<file path="src/pkg/ssf_pkg.sv">
/*
  Constants for the special setting objects of a linear servo drive:
  object indices, reset values, ranges, bit positions and timings.
  Assumes a 40 MHz drive control clock.
*/
package ssf_pkg;

  // Clock and times
  localparam int unsigned CLK_HZ = 40_000_000;
  localparam int unsigned MS_PER_S = 1000;
  localparam int unsigned MS_CYCLES = CLK_HZ / MS_PER_S;
  localparam int unsigned INIT_BASE_MS = 1500;
  localparam int unsigned INIT_STEP_MS = 100;
  localparam int unsigned STEP_CYCLES = MS_CYCLES * INIT_STEP_MS;
  localparam int unsigned INIT_BASE_STEPS = INIT_BASE_MS / INIT_STEP_MS;
  localparam int unsigned STEPS_PER_S = MS_PER_S / INIT_STEP_MS;
  localparam int unsigned S_PER_MIN = 60;
  localparam int unsigned SAVE_MIN = 30;

  // Object indices
  localparam logic [15:0] IDX_FEXP = 16'h3610;
  localparam logic [15:0] IDX_STOP_TIME = 16'h3614;
  localparam logic [15:0] IDX_OVS_LEVEL = 16'h3615;
  localparam logic [15:0] IDX_INIT_EXTRA = 16'h3618;
  localparam logic [15:0] IDX_COMP_GAIN = 16'h3623;
  localparam logic [15:0] IDX_FILT_TIME = 16'h3624;
  localparam logic [15:0] IDX_EST_SEL = 16'h3631;
  localparam logic [15:0] IDX_STATUS = 16'h36F0;

  // Reset values
  localparam logic [15:0] RST_FEXP = 16'h0040;
  localparam logic [15:0] RST_STOP_TIME = 16'h00C8;
  localparam logic [15:0] RST_OVS_LEVEL = 16'h0000;
  localparam logic [15:0] RST_INIT_EXTRA = 16'h0000;
  localparam logic [15:0] RST_COMP_GAIN = 16'h0000;
  localparam logic [15:0] RST_FILT_TIME = 16'h0035;
  localparam logic [15:0] RST_EST_SEL = 16'h0000;

  // Ranges
  localparam int FEXP_MAX = 511;
  localparam int STOP_TIME_MAX = 1000;
  localparam int OVS_LEVEL_MAX = 20000;
  localparam int INIT_EXTRA_MAX = 100;
  localparam int COMP_GAIN_MIN = -100;
  localparam int COMP_GAIN_MAX = 100;
  localparam int FILT_TIME_MIN = 10;
  localparam int FILT_TIME_MAX = 2500;
  localparam int EST_SEL_MAX = 3;

  // Function expansion bits
  localparam int FB_SPD_OBS = 0;
  localparam int FB_DIST_OBS = 1;
  localparam int FB_DIST_GAIN1 = 2;
  localparam int FB_CUR_RESP = 4;
  localparam int FB_CMD_COMP = 6;
  localparam int FB_INP_LIMIT = 7;
  localparam logic [15:0] FEXP_MASK = 16'h00D7;

  // Overspeed default factor, 1.2 as 12/10
  localparam int unsigned OVS_NUM = 12;
  localparam int unsigned OVS_DEN = 10;

  // Status object bits
  localparam int ST_INIT_DONE = 0;
  localparam int ST_TIMEOUT = 1;
  localparam int ST_OVERSPEED = 2;

  typedef enum logic [1:0] {
    SSF_EST_STOP,
    SSF_EST_MINUTE,
    SSF_EST_SECOND,
    SSF_EST_OPTIMUM
  } ssf_est_t;

endpackage : ssf_pkg

</file>
<file path="src/ssf_tick.sv">
/*
  Free running divider giving a one-cycle tick every DIV clocks.
  Assumes run is synchronous; dropping run restarts the period.
*/
`timescale 1ns/100ps
module ssf_tick #(
  parameter int unsigned DIV = 40000
) (
  // Clock and reset
  input wire logic ref_clk,
  input wire logic resetn,
  // Control
  input wire logic run,
  output logic tick
);

  localparam int unsigned W = (DIV > 1) ? $clog2(DIV) : 1;
  localparam logic [W-1:0] LAST = W'(DIV - 1);

  logic [W-1:0] count;

  generate
    if (DIV < 2) begin : g_bad
      $error("ssf_tick: DIV must be at least 2");
    end
  endgenerate

  always_ff @(posedge ref_clk) begin
    if (!resetn || !run) begin
      count <= '0;
      tick <= 1'b0;
    end else if (count == LAST) begin
      count <= '0;
      tick <= 1'b1;
    end else begin
      count <= count + 1'b1;
      tick <= 1'b0;
    end
  end

endmodule : ssf_tick

</file>
<file path="src/ssf_top.sv">
/*
  Special setting objects of a linear servo drive: object store,
  function expansion gating, immediate stop supervision, power-on
  delay and load estimation pacing. Assumes the motion controller
  writes objects through the object port and all inputs are
  synchronous to ref_clk.
*/
`timescale 1ns/100ps

// Functional notes
// - Bit 0 enables speed observer, bit 1 enables disturbance observer.
// - Bit 2 set limits disturbance observer to gain set 1.
// - Bit 4 enables current response improvement.
// - Bit 6 holds last good target on communication error in CSP.
// - Bit 7 clear: done outputs follow position error or command only.
// - Immediate stop longer than allowed milliseconds forces error; default 200.
// - Allowed time zero disables the stop time-out.
// - Speed above stop overspeed level during stop raises overspeed error.
// - Level zero uses 1.2 times maximum motor speed.
// - Initialization completes after 1.5 s plus setting times 0.1 s.
// - Disturbance compensation gain is signed percent, -100 to 100.
// - Disturbance filter constant in 0.01 ms, 10 to 2500, default 53.
// - Estimation speed selected 0 to 3 while autotuning runs.
// - Estimation results saved to nonvolatile memory every 30 minutes.
// - Select 0 stops, 1 minute, 2 second, 3 optimum from changes.
module ssf_top #(
  parameter int unsigned MS_CYCLES = ssf_pkg::MS_CYCLES,
  parameter int unsigned STEP_CYCLES = ssf_pkg::STEP_CYCLES,
  parameter int unsigned MAX_SPEED = 5000
) (
  // Clock and reset
  input wire logic ref_clk,
  input wire logic resetn,
  // Object access port
  input wire logic obj_req,
  input wire logic obj_we,
  input wire logic [15:0] obj_index,
  input wire logic [15:0] obj_wdata,
  output logic obj_ack,
  output logic obj_err,
  output logic [15:0] obj_rdata,
  // Observer and loop enables
  input wire logic gain1_sel,
  output logic speed_observer_en,
  output logic dist_observer_en,
  output logic current_resp_en,
  output logic [15:0] dist_comp_gain,
  output logic [15:0] dist_filter_time,
  // Cyclic position command
  input wire logic csp_mode,
  input wire logic target_valid,
  input wire logic comm_error,
  input wire logic [31:0] target_pos,
  output logic [31:0] cmd_target_pos,
  output logic cmd_compensating,
  // Positioning complete
  input wire logic inp_raw_first,
  input wire logic inp_raw_second,
  input wire logic pole_method_estimate,
  input wire logic pole_est_done,
  output logic positioning_done_first,
  output logic positioning_done_second,
  // Immediate stop supervision
  input wire logic imm_stop_active,
  input wire logic [15:0] motor_speed,
  input wire logic err_clear,
  output logic stop_timeout_err,
  output logic overspeed2_err,
  // Power-on
  output logic init_done,
  // Load estimation
  input wire logic autotune_en,
  input wire logic load_change,
  output logic [1:0] load_est_mode,
  output logic load_est_strobe,
  output logic nv_save_strobe
);

  localparam int unsigned OVS_DEFAULT =
    MAX_SPEED * ssf_pkg::OVS_NUM / ssf_pkg::OVS_DEN;
  localparam logic [15:0] OVS_DEF16 = 16'(OVS_DEFAULT);
  localparam logic [7:0] INIT_BASE = 8'(ssf_pkg::INIT_BASE_STEPS);
  localparam logic [3:0] STEP_LAST = 4'(ssf_pkg::STEPS_PER_S - 1);
  localparam logic [5:0] SEC_LAST = 6'(ssf_pkg::S_PER_MIN - 1);
  localparam logic [4:0] MIN_LAST = 5'(ssf_pkg::SAVE_MIN - 1);

  generate
    if (OVS_DEFAULT > 65535 || MAX_SPEED == 0) begin : g_bad_speed
      $error("ssf_top: MAX_SPEED out of range");
    end
    if (MS_CYCLES < 2 || STEP_CYCLES < 2) begin : g_bad_div
      $error("ssf_top: tick periods too short");
    end
  endgenerate

  // Object store
  logic [15:0] fexp;
  logic [15:0] stop_time;
  logic [15:0] ovs_level;
  logic [15:0] init_extra;
  logic [15:0] comp_gain;
  logic [15:0] filt_time;
  logic [15:0] est_sel;

  // Internal state
  logic [31:0] last_good_pos;
  logic [10:0] stop_ms;
  logic [7:0] init_steps;
  logic [3:0] step_cnt;
  logic [5:0] sec_cnt;
  logic [4:0] min_cnt;
  logic ms_tick;
  logic step_tick;
  logic sec_tick;
  logic min_tick;
  logic [15:0] ovs_thresh;
  logic wr_ok;
  logic idx_known;
  logic [15:0] rd_value;
  logic [15:0] status_word;
  logic inp_gate;
  ssf_pkg::ssf_est_t est_mode;

  // Time bases
  ssf_tick #(
    .DIV(MS_CYCLES)
  ) u_ms_tick (
    .ref_clk(ref_clk),
    .resetn(resetn),
    .run(imm_stop_active),
    .tick(ms_tick)
  );

  ssf_tick #(
    .DIV(STEP_CYCLES)
  ) u_step_tick (
    .ref_clk(ref_clk),
    .resetn(resetn),
    .run(1'b1),
    .tick(step_tick)
  );

  // Range check of a write; out of range values are refused
  always_comb begin
    idx_known = 1'b1;
    wr_ok = 1'b0;
    unique case (obj_index)
      ssf_pkg::IDX_FEXP:
        wr_ok = $signed(obj_wdata) >= 0 &&
                $signed(obj_wdata) <= ssf_pkg::FEXP_MAX;
      ssf_pkg::IDX_STOP_TIME:
        wr_ok = $signed(obj_wdata) >= 0 &&
                $signed(obj_wdata) <= ssf_pkg::STOP_TIME_MAX;
      ssf_pkg::IDX_OVS_LEVEL:
        wr_ok = $signed(obj_wdata) >= 0 &&
                $signed(obj_wdata) <= ssf_pkg::OVS_LEVEL_MAX;
      ssf_pkg::IDX_INIT_EXTRA:
        wr_ok = $signed(obj_wdata) >= 0 &&
                $signed(obj_wdata) <= ssf_pkg::INIT_EXTRA_MAX;
      ssf_pkg::IDX_COMP_GAIN:
        wr_ok = $signed(obj_wdata) >= ssf_pkg::COMP_GAIN_MIN &&
                $signed(obj_wdata) <= ssf_pkg::COMP_GAIN_MAX;
      ssf_pkg::IDX_FILT_TIME:
        wr_ok = $signed(obj_wdata) >= ssf_pkg::FILT_TIME_MIN &&
                $signed(obj_wdata) <= ssf_pkg::FILT_TIME_MAX;
      ssf_pkg::IDX_EST_SEL:
        wr_ok = $signed(obj_wdata) >= 0 &&
                $signed(obj_wdata) <= ssf_pkg::EST_SEL_MAX;
      ssf_pkg::IDX_STATUS:
        wr_ok = 1'b0;
      default:
        idx_known = 1'b0;
    endcase
  end

  always_comb begin
    status_word = '0;
    status_word[ssf_pkg::ST_INIT_DONE] = init_done;
    status_word[ssf_pkg::ST_TIMEOUT] = stop_timeout_err;
    status_word[ssf_pkg::ST_OVERSPEED] = overspeed2_err;
  end

  always_comb begin
    unique case (obj_index)
      ssf_pkg::IDX_FEXP: rd_value = fexp;
      ssf_pkg::IDX_STOP_TIME: rd_value = stop_time;
      ssf_pkg::IDX_OVS_LEVEL: rd_value = ovs_level;
      ssf_pkg::IDX_INIT_EXTRA: rd_value = init_extra;
      ssf_pkg::IDX_COMP_GAIN: rd_value = comp_gain;
      ssf_pkg::IDX_FILT_TIME: rd_value = filt_time;
      ssf_pkg::IDX_EST_SEL: rd_value = est_sel;
      ssf_pkg::IDX_STATUS: rd_value = status_word;
      default: rd_value = '0;
    endcase
  end

  // Object writes
  always_ff @(posedge ref_clk) begin
    if (!resetn) begin
      fexp <= ssf_pkg::RST_FEXP;
      stop_time <= ssf_pkg::RST_STOP_TIME;
      ovs_level <= ssf_pkg::RST_OVS_LEVEL;
      init_extra <= ssf_pkg::RST_INIT_EXTRA;
      comp_gain <= ssf_pkg::RST_COMP_GAIN;
      filt_time <= ssf_pkg::RST_FILT_TIME;
      est_sel <= ssf_pkg::RST_EST_SEL;
    end else if (obj_req && obj_we && wr_ok) begin
      unique case (obj_index)
        // Reserved bits are dropped so they can steer nothing
        ssf_pkg::IDX_FEXP: fexp <= obj_wdata & ssf_pkg::FEXP_MASK;
        ssf_pkg::IDX_STOP_TIME: stop_time <= obj_wdata;
        ssf_pkg::IDX_OVS_LEVEL: ovs_level <= obj_wdata;
        ssf_pkg::IDX_INIT_EXTRA: init_extra <= obj_wdata;
        ssf_pkg::IDX_COMP_GAIN: comp_gain <= obj_wdata;
        ssf_pkg::IDX_FILT_TIME: filt_time <= obj_wdata;
        ssf_pkg::IDX_EST_SEL: est_sel <= obj_wdata;
        default: ;
      endcase
    end
  end

  // Object answers, one cycle after the request
  always_ff @(posedge ref_clk) begin
    if (!resetn) begin
      obj_ack <= 1'b0;
      obj_err <= 1'b0;
      obj_rdata <= '0;
    end else begin
      obj_ack <= obj_req;
      obj_err <= obj_req && (!idx_known || (obj_we && !wr_ok));
      if (obj_req && !obj_we) begin
        obj_rdata <= rd_value;
      end
    end
  end

  // Loop enables and compensation settings
  always_ff @(posedge ref_clk) begin
    if (!resetn) begin
      speed_observer_en <= 1'b0;
      dist_observer_en <= 1'b0;
      current_resp_en <= 1'b0;
      dist_comp_gain <= ssf_pkg::RST_COMP_GAIN;
      dist_filter_time <= ssf_pkg::RST_FILT_TIME;
    end else begin
      speed_observer_en <= fexp[ssf_pkg::FB_SPD_OBS];
      dist_observer_en <= fexp[ssf_pkg::FB_DIST_OBS] &&
        (!fexp[ssf_pkg::FB_DIST_GAIN1] || gain1_sel);
      current_resp_en <= fexp[ssf_pkg::FB_CUR_RESP];
      dist_comp_gain <= comp_gain;
      dist_filter_time <= filt_time;
    end
  end

  // Target command with hold on communication error
  always_ff @(posedge ref_clk) begin
    if (!resetn) begin
      last_good_pos <= '0;
      cmd_target_pos <= '0;
      cmd_compensating <= 1'b0;
    end else if (target_valid) begin
      if (!comm_error) begin
        last_good_pos <= target_pos;
        cmd_target_pos <= target_pos;
        cmd_compensating <= 1'b0;
      end else if (fexp[ssf_pkg::FB_CMD_COMP] && csp_mode) begin
        cmd_target_pos <= last_good_pos;
        cmd_compensating <= 1'b1;
      end else begin
        cmd_target_pos <= target_pos;
        cmd_compensating <= 1'b0;
      end
    end
  end

  // Positioning complete gating
  assign inp_gate = fexp[ssf_pkg::FB_INP_LIMIT] && pole_method_estimate &&
                    !pole_est_done;

  always_ff @(posedge ref_clk) begin
    if (!resetn) begin
      positioning_done_first <= 1'b0;
      positioning_done_second <= 1'b0;
    end else begin
      positioning_done_first <= inp_raw_first && !inp_gate;
      positioning_done_second <= inp_raw_second && !inp_gate;
    end
  end

  // Immediate stop elapsed time, saturating in ms
  always_ff @(posedge ref_clk) begin
    if (!resetn || !imm_stop_active) begin
      stop_ms <= '0;
    end else if (ms_tick && stop_ms != '1) begin
      stop_ms <= stop_ms + 1'b1;
    end
  end

  // A new error wins over a clear in the same cycle
  always_ff @(posedge ref_clk) begin
    if (!resetn) begin
      stop_timeout_err <= 1'b0;
    end else if (imm_stop_active && stop_time != '0 &&
                 {5'h00, stop_ms} > stop_time) begin
      stop_timeout_err <= 1'b1;
    end else if (err_clear) begin
      stop_timeout_err <= 1'b0;
    end
  end

  // The zero setting selects the default; a nonzero level replaces it, above or below
  assign ovs_thresh = (ovs_level == '0) ? OVS_DEF16 : ovs_level;

  always_ff @(posedge ref_clk) begin
    if (!resetn) begin
      overspeed2_err <= 1'b0;
    end else if (imm_stop_active && motor_speed > ovs_thresh) begin
      overspeed2_err <= 1'b1;
    end else if (err_clear) begin
      overspeed2_err <= 1'b0;
    end
  end

  // Power-on delay in 0.1 s steps; the extra setting may change meanwhile
  always_ff @(posedge ref_clk) begin
    if (!resetn) begin
      init_steps <= '0;
      init_done <= 1'b0;
    end else if (!init_done) begin
      if ({8'h00, init_steps} >= {8'h00, INIT_BASE} + init_extra) begin
        init_done <= 1'b1;
      end else if (step_tick) begin
        init_steps <= init_steps + 1'b1;
      end
    end
  end

  // Second, minute and half hour pacing
  always_ff @(posedge ref_clk) begin
    if (!resetn) begin
      step_cnt <= '0;
      sec_tick <= 1'b0;
    end else begin
      sec_tick <= step_tick && step_cnt == STEP_LAST;
      if (step_tick) begin
        step_cnt <= (step_cnt == STEP_LAST) ? 4'h0 : step_cnt + 1'b1;
      end
    end
  end

  always_ff @(posedge ref_clk) begin
    if (!resetn) begin
      sec_cnt <= '0;
      min_tick <= 1'b0;
    end else begin
      min_tick <= sec_tick && sec_cnt == SEC_LAST;
      if (sec_tick) begin
        sec_cnt <= (sec_cnt == SEC_LAST) ? 6'h00 : sec_cnt + 1'b1;
      end
    end
  end

  always_ff @(posedge ref_clk) begin
    if (!resetn) begin
      min_cnt <= '0;
    end else if (min_tick) begin
      min_cnt <= (min_cnt == MIN_LAST) ? 5'h00 : min_cnt + 1'b1;
    end
  end

  // Load estimation pacing
  assign est_mode = ssf_pkg::ssf_est_t'(est_sel[1:0]);

  always_ff @(posedge ref_clk) begin
    if (!resetn) begin
      load_est_mode <= '0;
      load_est_strobe <= 1'b0;
    end else begin
      load_est_mode <= autotune_en ? est_sel[1:0] : 2'h0;
      if (!autotune_en) begin
        load_est_strobe <= 1'b0;
      end else begin
        unique case (est_mode)
          ssf_pkg::SSF_EST_STOP: load_est_strobe <= 1'b0;
          ssf_pkg::SSF_EST_MINUTE: load_est_strobe <= min_tick;
          ssf_pkg::SSF_EST_SECOND: load_est_strobe <= sec_tick;
          ssf_pkg::SSF_EST_OPTIMUM: load_est_strobe <= load_change;
        endcase
      end
    end
  end

  always_ff @(posedge ref_clk) begin
    if (!resetn) begin
      nv_save_strobe <= 1'b0;
    end else begin
      nv_save_strobe <= autotune_en && est_mode != ssf_pkg::SSF_EST_STOP &&
                        min_tick && min_cnt == MIN_LAST;
    end
  end

endmodule : ssf_top

</file>
<file path="config.mk">
export PLATFORM = sky130hd
export DESIGN_NAME = ssf_top
export DESIGN_NICKNAME = d
export VERILOG_FILES = /design/src/pkg/ssf_pkg.sv /design/src/ssf_tick.sv /design/src/ssf_top.sv
export SDC_FILE = /design/constraint.sdc
export NUM_CORES = 1
export LEC_CHECK = 0
export ABC_AREA = 0
export BUFFER_PORTS_ARGS = -buffer_cell sky130_fd_sc_hd__buf_2
export CORE_ASPECT_RATIO = 1.75
export CORE_UTILIZATION = 57
export DETAILED_ROUTE_END_ITERATION = 16
export HOLD_SLACK_MARGIN = 0.05
export PLACE_DENSITY = 0.83
export SLEW_MARGIN = 20
export SYNTH_ARGS = -nofsm -noshare
export SYNTH_HDL_FRONTEND = slang
export SYNTH_HIERARCHICAL = 1
export SYNTH_SLANG_ARGS = --single-unit
</file>
<file path="constraint.sdc">
create_clock -name ref_clk -period 4.4 [get_ports ref_clk]
set_clock_uncertainty 0.05 [all_clocks]
set_input_delay 0.22 -clock ref_clk [delete_from_list [all_inputs] [get_ports ref_clk]]
set_output_delay 0.22 -clock ref_clk [all_outputs]
set_load 0.05 [all_outputs]
</file>
# Word level (Yosys, flattened, before mapping)
# Index checks and enable logic that the tools add are counted.
[word_totals] ff_bits=305 latchBits=0 ramBits=0 romBits=0 input_bits=96 word_cells=154 n_memories=0
[op_classes] add_sub_neg=8 mul=0 div=0 magnitude_cmp=12 n_eq_ne=17 shift=0 muxes=19 bitwise=4 reduce_logical=57
[op_table] operator="$eq 16x14->1 const B" count=8
[op_table] operator="$pmux 16 s8" count=1
[op_table] operator="$mux 32" count=2
[op_table] operator="$logic_and 1x1->1" count=27
[op_table] operator="$add 22x1->22 const B" count=1
[op_table] operator="$eq 22x22->1 const B" count=1
[op_table] operator="$reduce_and 2->1" count=9
[op_table] operator="$add 16x1->16 const B" count=1
[op_table] operator="$add 4x16->16 const A" count=1
[op_table] operator="$eq 16x16->1 const B" count=1
[op_table] operator="$ge 16x1->1 const B" count=1
[op_table] operator="$ge 16x5->1 const B" count=1
[op_table] operator="$ge 16x8->1 const B" count=1
[op_table] operator="$ge 8x16->1" count=1
[op_table] operator="$gt 11x16->1" count=1
[op_table] operator="$gt 16x16->1" count=1
[op_table] operator="$le 16x10->1 const B" count=1
[op_table] operator="$le 16x11->1 const B" count=1
[op_table] operator="$le 16x13->1 const B" count=1
[op_table] operator="$le 16x16->1 const B" count=1
[op_table] operator="$le 16x3->1 const B" count=1
[op_table] operator="$le 16x8->1 const B" count=1
[op_table] operator="$logic_not 16->1" count=1
[op_table] operator="$mux 16" count=1
[op_table] operator="other kinds (26)" count=51

# Longest topological paths before layout
# Gate-level depths: netlist of run 1.
[depth] depth_word=7 ltp_mapped=13

# Cells and area by module
# Netlist of run 1, hierarchy kept.
[by_module_without_submodules] module="ssf_top" n_inst=1 cells_each=1269 area_each_um2=11528.6
[by_module_without_submodules] module="ssf_tick at u_step_tick" n_inst=1 cells_each=119 area_each_um2=1028.5
[by_module_without_submodules] module="ssf_tick at u_ms_tick" n_inst=1 cells_each=81 area_each_um2=814.5

# Worst setup path after synthesis of run 1
# No wires, ideal clock.
[synth_path] path_type="register to register" from="register init_extra[0]" to="register init_steps[5]" setup_ps=70 arrival_time_ps=3206 t_required_ps=4280 setup_slack_ps=1073 path_stages_with_launch=14 path_buffers=1 synth_period_minus_slack_ps=3327 cell_sequence="dfxtp_1 inv_1 ha_1 or3b_2 clkbuf_1 xnor2_1 ha_1 a21o_1 a2111oi_0 o21ai_0 o2111ai_1 o211ai_1 or4_1 a21oi_1"
[synth_via] elab_chain_len=4
[synth_lines] item="start: declaration" line_no="ssf_top.sv:100" rtl="logic [15:0] init_extra;"
[synth_lines] item="start signal: assignment" line_no="ssf_top.sv:203" rtl="init_extra <= ssf_pkg::RST_INIT_EXTRA;"
[synth_lines] item="start signal: assignment" line_no="ssf_top.sv:213" rtl="ssf_pkg::IDX_INIT_EXTRA: init_extra <= obj_wdata;"
[synth_lines] item="$add 4x16->16" line_no="ssf_top.sv:330" rtl="if ({8'h00, init_steps} >= {8'h00, INIT_BASE} + init_extra) begin"
[synth_lines] item="$ge 8x16->1" line_no="ssf_top.sv:330"
[synth_lines] item="$not 1->1 (no line)"
[synth_lines] item="$reduce_and 3->1 (no line)"
[synth_lines] item="end signal: assignment" line_no="ssf_top.sv:333" rtl="init_steps <= init_steps + 1'b1;"
[synth_lines] item="end: declaration" line_no="ssf_top.sv:108" rtl="logic [7:0] init_steps;"
# No other way between the ends.
# A chain may end at the register's enable or synchronous reset.

# Final worst setup path of run 1
[layout_path] from="register init_extra[1]" to="register init_steps[5]"
# Same word-level chain as after synthesis.

==> metrics list, run 1 <==
* Normalized max-slew margin: around a quarter
- The via count of the first global-routing pass was roughly 12000.
- In this run the worst path has a maximum fanout of 8.
- Nets in the synthesized netlist: about 1600
- Worst reg2reg endpoint: init_steps[5]
* Worst r2r src: init_extra[1]
- In the final routed layout, each cell accounts on average for between 15 and 20 µm.
- Initial cell density of the core: just under 60%
- The tree built by TritonCTS fans out to a little over 300 sinks.
- Count of nets left with antenna violations after detail routing: 0
- Yosys printed 6 warnings.
* Synth Cell Area: about 0.013 mm²
* Maximum number of pins on one net before global-route repair: ~70
* Area taken by flip-flops and latches: 0.006106 mm²
- Of the cells placed in the final design, the portion with a size suffix greater than 1 is roughly 17%.
* Final hold vios: 0
- Synthesis produced between 1000 and 1500 cells.
- Net switching is 24.00% of the power.
* Setup slack of the worst register-to-register path: about 0.65 ns
* Synth area leaders: sky130_fd_sc_hd__dfxtp_1 (46%), sky130_fd_sc_hd__ha_1 (4.0%), sky130_fd_sc_hd__nand2_1 (3.6%), sky130_fd_sc_hd__nor2_1 (3.4%), sky130_fd_sc_hd__a21oi_1 (2.9%)
* Share of total power in sequential cells: about half
* Count of different cell masters after synthesis: 88
* Int Pwr: between 4 and 5 mW
- sky130_fd_sc_hd__dfxtp_1 is the most common cell in the netlist.
- Setup repair after global routing left no endpoint under its margin.
* Per-instance average area after synthesis: a little over 9 µm²
- After the last flow step, the layout net total stands at 1802.
- Buffers inserted during clock tree synthesis total 26.
- Final worst path period need: ~3.7 ns
- STA classifies the critical path startpoint as a register.
- Post-detail-place hpwl: 26670 µm
- Data arrival time of the worst path: 4.16 ns
- Length of the first detailed-routing pass in iterations: 7
- The clock network burns between 40% and 50% of the power.
* Clock tree from TritonCTS: done
- After clock tree synthesis, the clock-pin slew on the worst setup and hold paths is 0.07 ns.
* Peak ir drop on the vdd network: around 0.00033 V
- The path class of the tightest hold or removal check is input pin to register.
- For this run, the total global-route usage over all layers was measured as slightly above 30%.
* Post-synth top flop: sky130_fd_sc_hd__dfxtp_1
- The floorplan has 73 rows.
- Number of enable-type register cells in the synthesized netlist: 0
- Transition time at the pin with the least slew margin: about 1.1 ns
- Final critical-path share of the clock period: 85.13%
- The tool flagged a number of max-cap violations equal to 0.
* Synthesized flop and latch total: around 300
- In this run the worst setup path terminates at init_steps[5].
- After the flow finishes, the layout carries non-filler instances totaling between 1500 and 2000.
- Count of fill cells added during filler insertion: approximately 1700
* Worst EP required: a little under 5 ns
* Cell count after placement: between 1500 and 2000
- For this design the static power due to leakage is ~6.5 nW.
- In this run, the combinational gates consume approximately 8.6% of the power.
* Iteration-0 DRC Markers: 1115
- GRT Residual Overflow: 0
* DRC violations left: 0
- Most used standard cells in the synthesized netlist: sky130_fd_sc_hd__dfxtp_1 (305), sky130_fd_sc_hd__nand2_1 (127), sky130_fd_sc_hd__nor2_1 (120)
- Full die area: around 0.024 mm²
* Chip Height: 204.6 µm
* CTS Hold Bufs: 58
* Resize count post-CTS: 0
- Power Density: between 300 and 400 mW/mm²
- The first global-routing pass estimated between 60000 and 70000 µm of wire.
* Root buffer selected by CTS: sky130_fd_sc_hd__clkbuf_16
- Achievable Freq: 267.0 MHz
- IO Port Bufs: 190
- Crit. End Element: register
- Area share of the largest cell type after synthesis: about 46%
* Cell count of the worst reg-to-reg path: 12
- Summing over every cut layer, the via total after detailed routing is approximately 12000.
- The floorplan step defined a core boundary enclosing 0.02283 mm².
- The run finished with clean final reports.
* Via density: between 6 and 7
- Number of setup violations in the final report: 0
- The count of final max-slew check failures is 0.
* Area taken by multi-input logic gates: slightly below 0.007 mm²
* Io pins: approximately 190
- At the end of routability-driven placement, the weighted congestion stood at between 0.9 and 1.
- Worst Hold Launch: load_change
- The most critical setup path has its startpoint at init_extra[1].
- Cell accounting for the most synthesized area: sky130_fd_sc_hd__dfxtp_1
- The area growth from synthesis to layout is 18.94%.
- Proportion of synthesized chip area in sequential cells: between 40% and 50%
- Summed over all layers, the routed wires come to approximately 38000 µm.
- Fraction of synthesis flops using an asynchronous set or reset pin: 0%
* Width of the chip: 117.8 µm
* Count of buffers added by post-CTS timing repair for setup: 0
* Later-pin clock latency in the skew report: 0.55 ns
* Clock H-tree levels: 1
- For the final routed database, the setup TNS stands at 0 ns.
- Crit path kind: register to register
- Number of antenna violations at the first check in global routing: 0
- The analysis attributes to net switching a power of 1.374 mW.
* Buffer depth of the longest clock path: 3
-- layout make-up --
cell class              count  area share, %
well taps                 300          2.360
repair buffers            264          10.42
inverters                  38         0.8969
clock buffers              41          5.082
clock inverters             6         0.5743
diodes                      1        0.01573
multi-input cells        1028          42.26
flip-flops and latches    305          38.39
-- metal layers --
layer / wire (µm) / track usage (%) / vias up / part of all wire, %
met5: 0 / 0 / - / 0
met4: 2900 / 23.31 / 0 / 7.6
met3: 2287 / 4.120 / 183 / 6.0
met2: 19370 / 57.08 / 575 / 51
met1: 13360 / 31.86 / 5775 / 35
li1: - / - / 5708 / -
-- cells by family (layout without fill, tap and decap cells) --
group	after synthesis	count (layout)	synth area share, %
buf+inv	136	349	4.220
compound gates	319	319	16.39
xor+xnor	52	52	3.406
mux	37	37	2.779
flops	305	305	45.66
simple gates	576	576	23.49
other cells	1	2	0.02804
fa+ha+maj	43	43	4.024
-- power by group through the flow --
stage / Clock, mW / Combinational (mW) / Sequential [mW]
detailed placement: 0 / 0.439 / 2.90
CTS: 2.42 / 0.481 / 2.83
floorplan: 0 / 0.187 / 3.00
global route: 2.52 / 0.525 / 2.84
finish: 2.40 / 0.493 / 2.84
global placement: 0 / 0.430 / 2.89
-- worst min path at each step --
stage                                    to  slack, ns  depth (start not counted)
finish                      load_est_strobe       0.12                          5
global route            dist_filter_time[0]       0.15                          2
CTS                         load_est_strobe        0.1                          5
detailed placement  positioning_done_second       0.39                          3
global placement       u_step_tick/count[0]       0.39                          1
floorplan            positioning_done_first       0.28                          2
-- layout by cell type, fill, tap and decap left out, drive strengths merged, types with 37 or more instances in the layout --
cell type	synthesis	final
clkbuf	70	41
and3	38	38
dlygate4sd3	0	58
ha	43	43
buf	28	206
nand2	127	127
a21oi	77	77
dfxtp	305	305
a211oi	37	37
nand4	38	38
nor2	130	130
nand3	67	67
inv	37	40
and2	45	45
o21ai	61	61
-- registers in the layout, summed over array words and instances (netlist names), 5 cells and up --
register	count
est_sel	16
filt_time	16
dist_comp_gain	16
fexp	6
cmd_target_pos	32
sec_cnt	6
init_extra	16
dist_filter_time	16
u_ms_tick/count	16
comp_gain	16
stop_ms	11
min_cnt	5
init_steps	8
ovs_level	16
obj_rdata	16
last_good_pos	32
u_step_tick/count	22
stop_time	16
-- critical path, stage by stage (launching register included) --
cell,delay [ns]
sky130_fd_sc_hd__dfxtp_1,0.37
sky130_fd_sc_hd__inv_1,0.10
sky130_fd_sc_hd__ha_1,0.18
sky130_fd_sc_hd__or3b_2,0.53
sky130_fd_sc_hd__xnor2_1,0.16
sky130_fd_sc_hd__ha_1,0.31
sky130_fd_sc_hd__a21o_1,0.18
sky130_fd_sc_hd__a2111oi_0,0.45
sky130_fd_sc_hd__o21ai_0,0.15
sky130_fd_sc_hd__o2111ai_1,0.17
sky130_fd_sc_hd__o211ai_1,0.28
sky130_fd_sc_hd__or4_1,0.55
sky130_fd_sc_hd__a21oi_1,0.18
-- metrics by stage --
| stage | worst slack (ns) | cell area (µm²) | utilization, % | total power, mW | hold slack [ns] |
|---|---|---|---|---|---|
| 6_report | 0.6544 | 15900 | 69.65 | 5.726 | 0.1173 |
| 4_1_cts | 0.7280 | 15900 | 69.63 | 5.737 | 0.09531 |
| 3_5_place_dp | 0.7723 | 14420 | 63.15 | 3.334 | 0.3907 |
| 2_1_floorplan | 1.073 | 13370 | - | 3.191 | 0.2822 |
| 3_3_place_gp | 0.9478 | 14420 | 63.15 | 3.323 | 0.3860 |
| 5_1_grt | 0.3903 | 15900 | 69.64 | 5.887 | 0.1457 |
(Power assumes the default switching activity.)
==> run 2: changes to the inputs <==
--- a/config.mk
+++ b/config.mk
@@ -8,11 +8,12 @@
 export ABC_AREA = 0
 export BUFFER_PORTS_ARGS = -buffer_cell sky130_fd_sc_hd__buf_2
 export CORE_ASPECT_RATIO = 1.75
+export CORE_MARGIN = 2
 export CORE_UTILIZATION = 57
 export DETAILED_ROUTE_END_ITERATION = 16
 export HOLD_SLACK_MARGIN = 0.05
 export PLACE_DENSITY = 0.83
-export SLEW_MARGIN = 20
+export SLEW_MARGIN = 5
 export SYNTH_ARGS = -nofsm -noshare
 export SYNTH_HDL_FRONTEND = slang
 export SYNTH_HIERARCHICAL = 1
==> constraint.sdc (replaced) <==
create_clock -name ref_clk -period 4.4 [get_ports ref_clk]
set_clock_uncertainty 0.05 [all_clocks]
set_input_delay 0.88 -clock ref_clk [delete_from_list [all_inputs] [get_ports ref_clk]]
set_output_delay 0.88 -clock ref_clk [all_outputs]
set_load 0.05 [all_outputs]
==> metrics list, run 2 (same netlist as run 1, synthesis figures left out) <==
- The full die area was 0.02475 mm² (+2.7%).
* Width of the chip: 119.8 µm (+1.7%)
* Area of all placed cells without fillers: 0.01542 mm² (-3.0%)
- Data arrival time of the worst path: 4.26 ns (+0.10 ns)
* GRT Residual Overflow: 0 (unchanged)
- Final-layout setup total negative slack: 0 ns (unchanged)
- Power Density: 379.5 mW/mm² (+5.4%)
- The HPWL reported at the end of detailed placement is 26570 µm (-0.38%).
- Via density: 6.088 (-1.4%)
- Result of the run: complete, no violations
- The switching power of the nets is 1.392 mW (+1.3%).
* Crit. End Element: register
- Final non-filler cell total: 1933 (-2.5%)
- The highest achievable clock rate came to 261.1 MHz (-2.2%).
- Count of nets left with antenna violations after detail routing: 0 (unchanged)
* Via count: 11770 (-3.9%)
* Clock buffers created by TritonCTS: 27 (+3.8%)
- The y dimension of the die came to 206.6 µm (+0.98%).
- Number of setup violations in the final report: 0 (unchanged)
* Last weighted congestion value of the routability-driven placer: 0.9841 (+0.77%)
* Final worst path period need: 3.831 ns (+0.08509 ns)
- Setup repair after global routing left no endpoint under its margin.
- GRT Overall Usage: 28.94% (-2.1 points)
- Clock network fraction of total power: 43.9% (+2.0 points)
- The largest stage delay on the critical path came to 0.56 ns (about the same).
- Initial cell density of the core: 57.54% (-1.0 points)
- Number of global-route vias before repair: 11330 (-4.6%)
* Total wirelength of the detailed-routed design: 36660 µm (-3.3%)
* Most used cell, CP: sky130_fd_sc_hd__ha_1
- The overall power was 5.853 mW (+2.2%).
- The critical path goes through inv_1 -> ha_1 -> or3b_2 -> xnor2_1 -> ha_1 -> a21o_1 -> a2111oi_0 -> o21ai_0 -> o2111ai_1 -> o211ai_1 -> or4_1 -> a21oi_1.
* Global-route wire length before repair: 57850 µm (-3.8%)
- The number of buffers inserted by port buffering was 190 (unchanged).
* Worst Setup Slack post-DPL: 0.4493 ns (-0.3230 ns)
* Most frequent cells in the layout: sky130_fd_sc_hd__dfxtp_1 (305), sky130_fd_sc_hd__buf_2 (189), sky130_fd_sc_hd__nand2_1 (127), sky130_fd_sc_hd__nor2_1 (119), sky130_fd_sc_hd__a21oi_1 (77)
- The required time of the critical path came to 4.83 ns (+0.02 ns).
- In this run the clock root is driven by a sky130_fd_sc_hd__clkbuf_16.
- The sequential cell fraction of total power is 48.4% (-1.1 points).
* Resize count post-CTS: 0 (unchanged)
* Combinational Power Share: 7.6% (-1.0 points)
* Later-pin clock latency in the skew report: 0.55 ns (about the same)
* Area Overhead vs Synth: 15.35%
- Maximum capacitance violations: 0 (unchanged)
- Worst-path maximum fanout: 8 (unchanged)
* Cell area after placement: 0.01445 mm² (+0.23%)
- Final Core Density: 66.37% (-3.3 points)
- Int Pwr: 4.461 mW (+2.5%)
- Length of the first detailed-routing pass in iterations: 8 (+1)
* Worst Setup Start Kind: register
- The count of final max-slew check failures was 0 (unchanged).
- Clock H-tree levels: 1 (unchanged)
* Io pins: 191 (unchanged)
- The cell count after placement came to 1883 (+0.32%).
- The count of standard-cell rows is 74 (+1.4%).
* Final hold vios: 0 (unchanged)
* Wire per inst: 18.97 µm (-0.82%)
- The worst hold-check slack came to 0.4047 ns (+0.2874 ns).
* Buffer depth of the longest clock path: 3 (unchanged)
* Registers with the most flip-flops: cmd_target_pos (32), last_good_pos (32), u_step_tick/count (22)
- The area of the core was 0.02324 mm² (+1.8%).
- The maximum ir drop on the vdd rail is 0.0003205 V (-1.8%).
- The ratio of final minimum period to clock period is 87.06% (+1.9 points).
- Most common cell after layout, fill and taps aside: sky130_fd_sc_hd__dfxtp_1
* Iteration-0 DRC Markers: 865 (-22%)
* CTS Hold Bufs: 0 (-100%)
- Path class of the lowest-slack min-delay path: register to register
- Pleak: 6.274 nW (-3.2%)
- The post-CTS repair timing setup buffer count was 0 (unchanged).
* Final layout net count: 1747 (-3.1%)
- The maximum number of pins on one net before global-route repair was 96 (+35%).
- Normalized max-slew margin: 13.29% (-12 points)
- The register-to-register path setup slack came to 0.57 ns (-0.09 ns).
- TritonCTS built the clock tree.
- Switching fraction of total power: 23.78% (-0.22 points)
* Library cell contributing the largest single delay on the critical path: sky130_fd_sc_hd__or4_1
- Number of antenna violations at the first check in global routing: 3 (+3)
- Transition time at the pin with the least slew margin: 1.301 ns (+0.1782 ns)
- The share of final-layout standard cells stronger than drive strength 1 is 18.33% (+0.85 points).
* Crit path kind: register to register
- The post-layout worst setup margin came to 0.5693 ns (-0.08509 ns).
- The number of design rule violations left after detail routing is 0 (unchanged).
* Number of sinks driven by the clock tree: 305 (unchanged)
- The clock-pin slew of the registers on the worst-case setup and hold paths is 0.07 ns (about the same).
[run 2: cell types whose count changed in the layout (fill, tap and decap cells not counted), sizes merged]
| cell | change |
|---|---|
| inv | +2 |
| clkinvlp | +2 |
| buf | +2 |
| dlygate4sd3 | -58 |
| bufinv | +4 |
| clkbuf | -8 |
| diode | +2 |
[run 2: power groups by stage]
stage / Clock [mW] / Sequential (mW) / Combinational [mW]
3_5_place_dp: 0 / 2.90 / 0.442
5_1_grt: 2.70 / 2.84 / 0.480
6_report: 2.57 / 2.83 / 0.447
3_3_place_gp: 0 / 2.89 / 0.435
2_1_floorplan: 0 / 3.00 / 0.187
4_1_cts: 2.59 / 2.83 / 0.446
[run 2: layer usage]
| layer | track usage [%] | wire length (µm) | vias to the layer above | part of all wire [%] |
|---|---|---|---|---|
| li1 | - | - | 5613 | - |
| met1 | 30.99 | 13140 | 5521 | 36 |
| met2 | 53.45 | 19040 | 521 | 52 |
| met3 | 4.286 | 2387 | 113 | 6.5 |
| met4 | 17.31 | 2097 | 0 | 5.7 |
| met5 | 0 | 0 | - | 0 |
[run 2: path summary, 6_finish.rpt]
| path | start | to | cells past startpoint |
|---|---|---|---|
| max | init_extra[0] | init_steps[7] | 12 |
| min | last_good_pos[25] | last_good_pos[25] | 2 |
| max reg2reg | init_extra[0] | init_steps[7] | 12 |
| min reg2reg | last_good_pos[25] | last_good_pos[25] | 2 |
[run 2: area by class of cell]
class	count	area, µm²
multi-input cells	1028	6721
well taps	304	380.4
diodes	3	7.507
clock inverters	14	246.5
clock buffers	33	718.2
flip-flops and latches	305	6106
fillers	1869	7816
repair buffers	208	1101
inverters	38	142.6
[run 2: worst max-delay path: cells and delay by family (launching register included)]
| kind | cells | cell delay, ns |
|---|---|---|
| xor+xnor | 1 | 0.16 |
| fa+ha+maj | 2 | 0.48 |
| buf+inv | 1 | 0.11 |
| simple gates | 2 | 1.09 |
| flops | 1 | 0.39 |
| compound gates | 6 | 1.49 |
